## src/hdl/pdcr_pkg.sv

```systemverilog
/*
 * pdcr_pkg: register offsets, field layout and reset values of the
 * loop divider configuration bank.
 * assumes: byte-wide register port driven by the serial management logic.
 */
package pdcr_pkg;
    localparam int ADDR_W = 8;
    localparam logic [7:0] OFF_FB_HIGH = 8'h28;
    localparam logic [7:0] OFF_FB_MID = 8'h29;
    localparam logic [7:0] OFF_FB_LOW = 8'h2A;
    localparam logic [7:0] OFF_IN1_HIGH = 8'h2B;
    localparam logic [7:0] OFF_IN1_MID = 8'h2C;
    localparam logic [7:0] OFF_IN1_LOW = 8'h2D;
    localparam logic [7:0] OFF_IN2_HIGH = 8'h2E;
    localparam logic [7:0] OFF_IN2_MID = 8'h2F;
    localparam logic [7:0] OFF_IN2_LOW = 8'h30;
    localparam logic [7:0] RST_FB_HIGH = 8'hC0;
    localparam logic [7:0] RST_FB_MID = 8'h00;
    localparam logic [7:0] RST_FB_LOW = 8'hF9;
    localparam logic [7:0] RST_IN1_HIGH = 8'h00;
    localparam logic [7:0] RST_IN1_MID = 8'h00;
    localparam logic [7:0] RST_IN1_LOW = 8'h09;
    localparam logic [7:0] RST_IN2_HIGH = 8'h00;
    localparam logic [7:0] RST_IN2_MID = 8'h00;
    localparam logic [7:0] RST_IN2_LOW = 8'h00;
    localparam logic [7:0] MASK_FB_HIGH = 8'hEF;
    localparam logic [7:0] MASK_IN_HIGH = 8'h07;
    localparam logic [7:0] MASK_FULL = 8'hFF;
    localparam logic [3:0] PRESCALE_BASE = 4'h4;
    localparam logic [2:0] READ_ZERO = 3'h0;
    typedef enum logic [1:0] {
        PDCR_IDLE = 2'b00,
        PDCR_HOLD = 2'b01,
        PDCR_COMMIT = 2'b10
    } pdcr_state_t;
endpackage : pdcr_pkg

```

## src/hdl/pdcr_regs.sv

```systemverilog
/*
 * pdcr_regs: divider configuration bank for one clock-multiplier loop.
 * Holds the prescaler, the main feedback ratio and two input ratios, and
 * presents each as a divide ratio to the loop, loading all groups when any group's low byte is written.
 * assumes: reg_wr/reg_rd strobes come from the serial management logic on clk.
 */
`timescale 1ns/1ps
`default_nettype none
// How it works
// - 3-bit prescaler bits 7:5, codes give 4..11
// - 20-bit feedback field across three bytes
// - feedback ratio is field plus one, even only for an odd low byte
// - 19-bit first input divider, three bytes
// - input divider ratio is field plus one
// - second 19-bit input divider, same layout
module pdcr_regs
    import pdcr_pkg::*;
#(
    parameter int FB_W = 20,
    parameter int IN_W = 19
) (
    input wire logic clk,
    input wire logic resetn,
    input wire logic [7:0] reg_addr,
    input wire logic reg_wr,
    input wire logic [7:0] reg_wdata,
    input wire logic reg_rd,
    output logic [7:0] reg_rdata,
    output logic reg_hit,
    output logic [3:0] feedback_prescale_ratio,
    output logic [FB_W:0] feedback_main_ratio,
    output logic [IN_W:0] first_input_ratio,
    output logic [IN_W:0] second_input_ratio,
    output logic ratio_update
);
    logic [7:0] fb_high_q, fb_mid_q, fb_low_q;
    logic [7:0] in1_high_q, in1_mid_q, in1_low_q;
    logic [7:0] in2_high_q, in2_mid_q, in2_low_q;
    logic [7:0] rdata_q;
    logic hit_q;
    logic upd_q;
    pdcr_state_t state_q;
    logic [3:0] pre_q;
    logic [FB_W:0] fb_q;
    logic [IN_W:0] in1_q, in2_q;
    logic wr_any;
    logic wr_low;

    function automatic logic [20:0] plus_one(input logic [19:0] field);
        plus_one = {1'b0, field} + 21'h000001;
    endfunction : plus_one

    function automatic logic [3:0] prescale_ratio(input logic [7:0] high);
        prescale_ratio = PRESCALE_BASE + {1'b0, high[7:5]};
    endfunction : prescale_ratio

    // carry of the adder is kept, so an all-ones field gives the full power of two
    function automatic logic [FB_W:0] fb_ratio(input logic [7:0] high, input logic [7:0] mid,
                                               input logic [7:0] low);
        fb_ratio = (FB_W + 1)'(plus_one({high[3:0], mid, low}));
    endfunction : fb_ratio

    function automatic logic [IN_W:0] in_ratio(input logic [7:0] high, input logic [7:0] mid,
                                               input logic [7:0] low);
        in_ratio = (IN_W + 1)'(plus_one({1'b0, high[2:0], mid, low}));
    endfunction : in_ratio

    function automatic logic is_mapped(input logic [7:0] addr);
        is_mapped = addr >= OFF_FB_HIGH && addr <= OFF_IN2_LOW;
    endfunction : is_mapped

    // ratios seen straight out of reset, worked out once from the reset bytes
    localparam logic [3:0] PRE_RST = prescale_ratio(RST_FB_HIGH);
    localparam logic [FB_W:0] FB_RST = fb_ratio(RST_FB_HIGH, RST_FB_MID, RST_FB_LOW);
    localparam logic [IN_W:0] IN1_RST = in_ratio(RST_IN1_HIGH, RST_IN1_MID, RST_IN1_LOW);
    localparam logic [IN_W:0] IN2_RST = in_ratio(RST_IN2_HIGH, RST_IN2_MID, RST_IN2_LOW);

    assign wr_any = reg_wr && is_mapped(reg_addr);
    // the low byte closes a group, so commit only then
    assign wr_low = reg_wr && (reg_addr == OFF_FB_LOW || reg_addr == OFF_IN1_LOW
                               || reg_addr == OFF_IN2_LOW);

    // masking at write time keeps reserved bits reading back as zero
    always_ff @(posedge clk or negedge resetn) begin
        if (!resetn) begin
            fb_high_q <= RST_FB_HIGH;
            fb_mid_q <= RST_FB_MID;
            fb_low_q <= RST_FB_LOW;
            in1_high_q <= RST_IN1_HIGH;
            in1_mid_q <= RST_IN1_MID;
            in1_low_q <= RST_IN1_LOW;
            in2_high_q <= RST_IN2_HIGH;
            in2_mid_q <= RST_IN2_MID;
            in2_low_q <= RST_IN2_LOW;
        end else if (reg_wr) begin
            case (reg_addr)
                OFF_FB_HIGH: fb_high_q <= reg_wdata & MASK_FB_HIGH;
                OFF_FB_MID: fb_mid_q <= reg_wdata;
                OFF_FB_LOW: fb_low_q <= reg_wdata;
                OFF_IN1_HIGH: in1_high_q <= reg_wdata & MASK_IN_HIGH;
                OFF_IN1_MID: in1_mid_q <= reg_wdata;
                OFF_IN1_LOW: in1_low_q <= reg_wdata;
                OFF_IN2_HIGH: in2_high_q <= reg_wdata & MASK_IN_HIGH;
                OFF_IN2_MID: in2_mid_q <= reg_wdata;
                OFF_IN2_LOW: in2_low_q <= reg_wdata;
                default: ;
            endcase
        end
    end

    // shadow bytes of all groups move to the loop only once any group's low byte lands
    always_ff @(posedge clk or negedge resetn) begin
        if (!resetn) begin
            state_q <= PDCR_IDLE;
        end else begin
            case (state_q)
                PDCR_IDLE: state_q <= wr_low ? PDCR_COMMIT : (wr_any ? PDCR_HOLD : PDCR_IDLE);
                PDCR_HOLD: state_q <= wr_low ? PDCR_COMMIT : PDCR_HOLD;
                PDCR_COMMIT: state_q <= wr_low ? PDCR_COMMIT : (wr_any ? PDCR_HOLD : PDCR_IDLE);
                default: state_q <= PDCR_IDLE;
            endcase
        end
    end

    always_ff @(posedge clk or negedge resetn) begin
        if (!resetn) begin
            pre_q <= PRE_RST;
            fb_q <= FB_RST;
            in1_q <= IN1_RST;
            in2_q <= IN2_RST;
            upd_q <= 1'b0;
        end else begin
            upd_q <= state_q == PDCR_COMMIT;
            if (state_q == PDCR_COMMIT) begin
                pre_q <= prescale_ratio(fb_high_q);
                fb_q <= fb_ratio(fb_high_q, fb_mid_q, fb_low_q);
                in1_q <= in_ratio(in1_high_q, in1_mid_q, in1_low_q);
                in2_q <= in_ratio(in2_high_q, in2_mid_q, in2_low_q);
            end
        end
    end

    // reads show the written bytes, not the applied ratios
    always_ff @(posedge clk or negedge resetn) begin
        if (!resetn) begin
            rdata_q <= 8'h00;
            hit_q <= 1'b0;
        end else begin
            hit_q <= reg_rd && is_mapped(reg_addr);
            if (reg_rd) begin
                case (reg_addr)
                    OFF_FB_HIGH: rdata_q <= fb_high_q;
                    OFF_FB_MID: rdata_q <= fb_mid_q;
                    OFF_FB_LOW: rdata_q <= fb_low_q;
                    OFF_IN1_HIGH: rdata_q <= in1_high_q;
                    OFF_IN1_MID: rdata_q <= in1_mid_q;
                    OFF_IN1_LOW: rdata_q <= in1_low_q;
                    OFF_IN2_HIGH: rdata_q <= in2_high_q;
                    OFF_IN2_MID: rdata_q <= in2_mid_q;
                    OFF_IN2_LOW: rdata_q <= in2_low_q;
                    default: rdata_q <= 8'h00;
                endcase
            end
        end
    end

    assign reg_rdata = rdata_q;
    assign reg_hit = hit_q;
    assign feedback_prescale_ratio = pre_q;
    assign feedback_main_ratio = fb_q;
    assign first_input_ratio = in1_q;
    assign second_input_ratio = in2_q;
    assign ratio_update = upd_q;

    // a commit loads every group from the shadow bytes at one edge
    chk_prescale_range: assert property (@(posedge clk) disable iff (!resetn)
        pre_q >= 4'h4 && pre_q <= 4'hB) else $error("prescale ratio out of range");
    chk_prescale_commit: assert property (@(posedge clk) disable iff (!resetn)
        state_q == PDCR_COMMIT |=> pre_q == PRESCALE_BASE + {1'b0, $past(fb_high_q[7:5])})
        else $error("prescale ratio not taken from the shadow byte");
    chk_fb_commit: assert property (@(posedge clk) disable iff (!resetn)
        state_q == PDCR_COMMIT |=> fb_q == {1'b0, $past(fb_high_q[3:0]),
        $past(fb_mid_q), $past(fb_low_q)} + 21'h000001)
        else $error("feedback ratio not field plus one");
    chk_fb_stable: assert property (@(posedge clk) disable iff (!resetn)
        state_q != PDCR_COMMIT |=> $stable(fb_q)) else $error("feedback ratio moved early");
    chk_in_stable: assert property (@(posedge clk) disable iff (!resetn)
        state_q != PDCR_COMMIT |=> $stable(in1_q) && $stable(in2_q) && $stable(pre_q))
        else $error("input or prescale ratio moved early");
    chk_hold_no_commit: assert property (@(posedge clk) disable iff (!resetn)
        wr_any && !wr_low |=> state_q == PDCR_HOLD)
        else $error("partial write did not wait for its low byte");
    chk_in1_commit: assert property (@(posedge clk) disable iff (!resetn)
        state_q == PDCR_COMMIT |=> in1_q == {1'b0, $past(in1_high_q[2:0]),
        $past(in1_mid_q), $past(in1_low_q)} + 20'h00001)
        else $error("first input ratio wrong");
    chk_in2_commit: assert property (@(posedge clk) disable iff (!resetn)
        state_q == PDCR_COMMIT |=> in2_q == {1'b0, $past(in2_high_q[2:0]),
        $past(in2_mid_q), $past(in2_low_q)} + 20'h00001)
        else $error("second input ratio wrong");
    chk_in_high_mask: assert property (@(posedge clk) disable iff (!resetn)
        in1_high_q[7:3] == 5'h00 && in2_high_q[7:3] == 5'h00)
        else $error("input high reserved bits set");
    chk_fb_reserved: assert property (@(posedge clk) disable iff (!resetn)
        fb_high_q[4] == 1'b0) else $error("feedback reserved bit set");
    chk_fb_readback: assert property (@(posedge clk) disable iff (!resetn)
        reg_rd && reg_addr == OFF_FB_MID |=> reg_rdata == $past(fb_mid_q) && reg_hit)
        else $error("feedback middle byte read back wrong");
    chk_in1_readback: assert property (@(posedge clk) disable iff (!resetn)
        reg_rd && reg_addr == OFF_IN1_HIGH |=> reg_rdata == $past(in1_high_q) && reg_hit)
        else $error("first input high byte read back wrong");
    chk_low_commit: assert property (@(posedge clk) disable iff (!resetn)
        wr_low |=> state_q == PDCR_COMMIT ##1 ratio_update)
        else $error("low byte write did not commit");
    cov_fb_write: cover property (@(posedge clk) disable iff (!resetn)
        reg_wr && reg_addr == OFF_FB_HIGH ##[1:8] reg_wr && reg_addr == OFF_FB_LOW);
    cov_in2_write: cover property (@(posedge clk) disable iff (!resetn)
        reg_wr && reg_addr == OFF_IN2_LOW);
    cov_read_hit: cover property (@(posedge clk) disable iff (!resetn) reg_hit);
    cov_in1_commit: cover property (@(posedge clk) disable iff (!resetn)
        reg_wr && reg_addr == OFF_IN1_LOW ##2 ratio_update);
    cov_hold_commit: cover property (@(posedge clk) disable iff (!resetn)
        state_q == PDCR_HOLD ##[1:8] state_q == PDCR_COMMIT);
endmodule : pdcr_regs
`default_nettype wire

```

## config.mk

```make
export PLATFORM = sky130hd
export DESIGN_NAME = pdcr_regs
export DESIGN_NICKNAME = d
export VERILOG_FILES = /design/src/hdl/pdcr_pkg.sv /design/src/hdl/pdcr_regs.sv
export SDC_FILE = /design/constraint.sdc
export NUM_CORES = 1
export LEC_CHECK = 0
export ABC_AREA = 1
export ABC_CLOCK_PERIOD_IN_PS = 1940
export BUFFER_PORTS_ARGS = -buffer_cell sky130_fd_sc_hd__clkbuf_2
export CORE_MARGIN = 2
export CORE_UTILIZATION = 45
export CTS_CLUSTER_SIZE = 10
export DETAILED_ROUTE_END_ITERATION = 12
export MAX_ROUTING_LAYER = met4
export PLACE_DENSITY = 0.71
export SKIP_LAST_GASP = 1
export SYNTH_ARGS = -nofsm -noshare
export SYNTH_HDL_FRONTEND = slang
export SYNTH_SLANG_ARGS = --single-unit
```

## constraint.sdc

```tcl
create_clock -name clk -period 1.94 [get_ports clk]
set_input_delay 0.388 -clock clk [delete_from_list [all_inputs] [get_ports clk]]
set_output_delay 0.388 -clock clk [all_outputs]
set_load 0.01 [all_outputs]
```

==> summary.md <==
| Metric | Value |
|---|---|
| RSZ-0062 raised after global routing | `false` |
| Status | `completed` |
| Core area | `about 0.015 mm^2` |
| Fin crit share | `about nine tenths` |
| Ys flop type | `dfrtp_1` |
| Most frequent cells in the layout | `nand2_1, dfrtp_1, clkbuf_2, o21ai_0, nor2_1` |
| Crit path max-delay cell type | `dfstp_2` |
| Gr busiest metal | `met2` |
| Worst rel slew slack | `just over 70%` |
| Gr usage total | `approximately a quarter` |
| Reg clk slew, reported paths | `60 ps` |
| Final #Nets | `around 1k` |
| Post-DRT Antenna Nets | `0` |
| Critical path cell sequence | `ha_1, nand3_1, nor3_4, nand2_1, nor2_1, nand3_1, nand3_1, nand2_1` |
| Final hold vios | `0` |
| Skew final | `slightly below 9 ps` |
| CP Capture Type | `flop` |
| Setup slack after layout | `about 190 ps` |
| Min-Delay Path Class | `input pin to flop` |
| Int Pwr | `around 5.6 mW` |
| Largest net degree at the start of global routing | `between 90 and 100` |
| Yosys warns | `0` |
| Syn_area_per_cell | `7.76 um^2` |
| Antenna violations before repair | `0` |
| TritonCTS clock tree | `built` |
| Gate power share | `about 8.0%` |
| Crit path top cell by count | `nand3_1` |
| Die area | `roughly 0.017 mm^2` |
| EDFF count, synth | `0` |
| Sw frac | `between 20% and 30%` |
| Slew Limit Fails | `0` |
| Crit-path max FO | `5` |
| Peak Freq | `approximately 570 MHz` |
| Final min period | `1750 ps` |
| Flop-to-flop setup slack | `190 ps` |
| Diode count | `0` |
| Post-route insts no fill | `about 1.2k` |
| Final HPWL from detailed placement | `about 14 mm` |
| Sequential Power Share | `a little over two fifths` |
| Worst Tran Pin Value | `around 440 ps` |
| Required @ worst endpoint | `2260 ps` |
| Number of port buffers | `94` |
| First-pass GRT wire length | `between 30 and 40 mm` |
| Met2 Resource Use GR | `35.5%` |
| Hold path depth | `3` |
| Post-layout instance area | `between 0.008 and 0.009 mm^2` |
| RD Place Congestion | `approximately 0.98` |
| Number of fillers in the final layout | `around 1.4k` |
| Starting DRT DRC Count | `604` |
| Worst skew pair latency | `approximately 430 ps` |
| Congestion Overflow GR | `0` |
| Placed cell count | `about 1.2k` |
| Die W | `about 130 um` |
| Vias per Instance | `around 5.3` |
| Startpoint types | `flop` |
| Fraction of layout cells with a size suffix above 1 | `about a fifth` |
| CTS Buffer Depth | `2` |
| Synth-to-layout area growth | `20.1%` |
| Drt drc | `0` |
| Hold Path End | `in1_low_q[3]` |
| Slowest stage delay, CP | `580 ps` |
| # IOs | `95` |
| Met1 usage | `a little over a third` |
| Die Y | `around 130 um` |
| Pwr Total | `between 7 and 8 mW` |
| Arr. time, crit path | `a little over 2000 ps` |
| FF+latch count, synth | `~140` |
| Max cap viols | `0` |
| Post-synthesis cell type count | `33` |
| Leading cell type in the layout, fill and taps excluded | `nand2_1` |
| Crit path kind | `flop to flop` |
| Final setup vio count | `0` |
| Num CTS Buffers | `17` |
| Cells after Synth | `~900` |
| Root Driver | `clkbuf_16` |
| Post-CTS setup buffer count | `0` |
| Synth Cell Area | `0.00702 mm^2` |
| Syn nets | `approximately 930` |
| Overall routed net length | `approximately 19 mm` |
| Ys async rst share | `100%` |
| Met3 Use GR | `4.74%` |
| Pwr dens | `874 mW/mm^2` |
| Setup TNS | `0 ps` |
| Peak supply drop | `around 640 uV` |
| Worst r2r src | `in1_low_q[0]` |
| Seq/Total Area, Yosys | `roughly half` |
| Clock Sinks | `around 140` |
| Avg WL per Cell | `roughly 16 um` |
| Leak | `4.15 nW` |
| Initial Util | `46.2%` |
| DP Worst Slack | `about 170 ps` |
| R2r endpoint | `first_input_ratio[18]` |
| Row count | `45` |
| H-tree levels | `4` |
| Clk pwr share | `roughly 50%` |
| Area post-placement | `0.00775 mm^2` |
| Worst Reg-to-Reg Cells | `8` |
| Vias in the first global route | `approximately 5.8k` |
| Critical hold path startpoint | `reg_wdata[3]` |
| Psw | `around 1.8 mW` |
| Via Count | `between 6k and 7k` |
| Drt first pass iters | `5` |
==> cells by family after synthesis <==
family          after synthesis  share of synthesized area [%]
flops                       138                           49.6
simple gates                497                           30.7
buf+inv                     110                           6.44
xor+xnor                     25                           3.12
fa+ha+maj                     3                          0.535
compound gates              131                           9.59
==> state kept, by name (all words and copies together) (netlist names), 8 cells and up <==
signal               count
fb_low_q                 8
fb_mid_q                 8
feedback_main_ratio     21
first_input_ratio       20
in1_low_q                8
in1_mid_q                8
in2_low_q                8
in2_mid_q                8
reg_rdata                8
second_input_ratio      20
==> power groups by stage <==
| stage | logic [mW] | registers [mW] | clock network, mW |
|---|---|---|---|
| 2_1_floorplan | 0.286 | 3.19 | 0 |
| 3_3_place_gp | 0.572 | 3.20 | 0 |
| 3_5_place_dp | 0.582 | 3.21 | 0 |
| 4_1_cts | 0.589 | 3.16 | 3.65 |
| 5_1_grt | 0.657 | 3.18 | 3.80 |
| 6_report | 0.586 | 3.16 | 3.62 |
==> repair_timing <==
item,CTS,global route
setup endpoints to repair,0,3
gates resized for setup,0,1
hold buffers,1,0
hold endpoints to repair,33,0
==> stage by stage <==
step	hold WS (ps)	util, %
6_report	200	55.4
5_1_grt	208	55.4
4_1_cts	191	55.4
3_5_place_dp	314	51.0
3_3_place_gp	311	51.0
2_1_floorplan	92.4	-
==> how the worst max path moves through the flow <==
stage,from,to,cells past startpoint
after global routing,fb_low_q[0],feedback_main_ratio[20],7
after CTS,fb_low_q[0],feedback_main_ratio[18],8
after floorplan,in1_low_q[0],first_input_ratio[18],8
after global placement,in1_low_q[0],first_input_ratio[18],8
final,in1_low_q[0],first_input_ratio[18],8
after detailed placement,reg_addr[7],fb_mid_q[0],8
==> synthesized netlist by cell type (2+ instances only) <==
| cell type | count | area (um^2) |
|---|---|---|
| a31oi_1 | 6 | 37.5 |
| dfstp_2 | 21 | 552 |
| nor2_2 | 8 | 50.1 |
| buf_4 | 2 | 15.0 |
| a21oi_1 | 7 | 35.0 |
| or2_2 | 3 | 18.8 |
| nand3_2 | 4 | 40.0 |
| inv_2 | 4 | 15.0 |
| nand2_1 | 278 | 1040 |
| nor2_4 | 6 | 67.6 |
| nor3_1 | 13 | 65.1 |
| nand2_2 | 4 | 25.0 |
| xnor2_1 | 4 | 35.0 |
| buf_2 | 7 | 35.0 |
| buf_1 | 5 | 18.8 |
| nor2_1 | 83 | 312 |
| o21ai_0 | 84 | 420 |
| o21ai_1 | 30 | 150 |
| nand4_1 | 15 | 93.8 |
| nand3_1 | 80 | 400 |
| ha_1 | 3 | 37.5 |
| o21a_1 | 2 | 15.0 |
| clkbuf_1 | 9 | 33.8 |
| inv_1 | 79 | 297 |
| buf_6 | 3 | 33.8 |
| xor2_1 | 21 | 184 |
| dfrtp_1 | 117 | 2930 |
==> metal layers <==
metal	routed length, um	share of wire (%)	vias up
met5	0	0	-
met4	402	2.1	0
met3	1200	6.3	34
met2	8470	45	220
met1	8910	47	2977
li1	-	-	3110
==> cell type report <==
class	instances	area (um^2)	share of cell area, %
Sequential cell	138	3480	41.3
Multi-Input combinational cell	656	3090	36.7
Timing Repair Buffer	108	647	7.67
Clock buffer	21	470	5.58
Inverter	84	315	3.74
Tap cell	188	235	2.79
Clock inverter	11	191	2.27
==> critical path, delay by kind of cell (launching register included) <==
kind                     cells  cell delay, ps
adder cells (fa/ha/maj)      1             220
AND/OR/NAND/NOR              7             850
flip-flops                   1             580
Power figures use the tool's default switching activity.
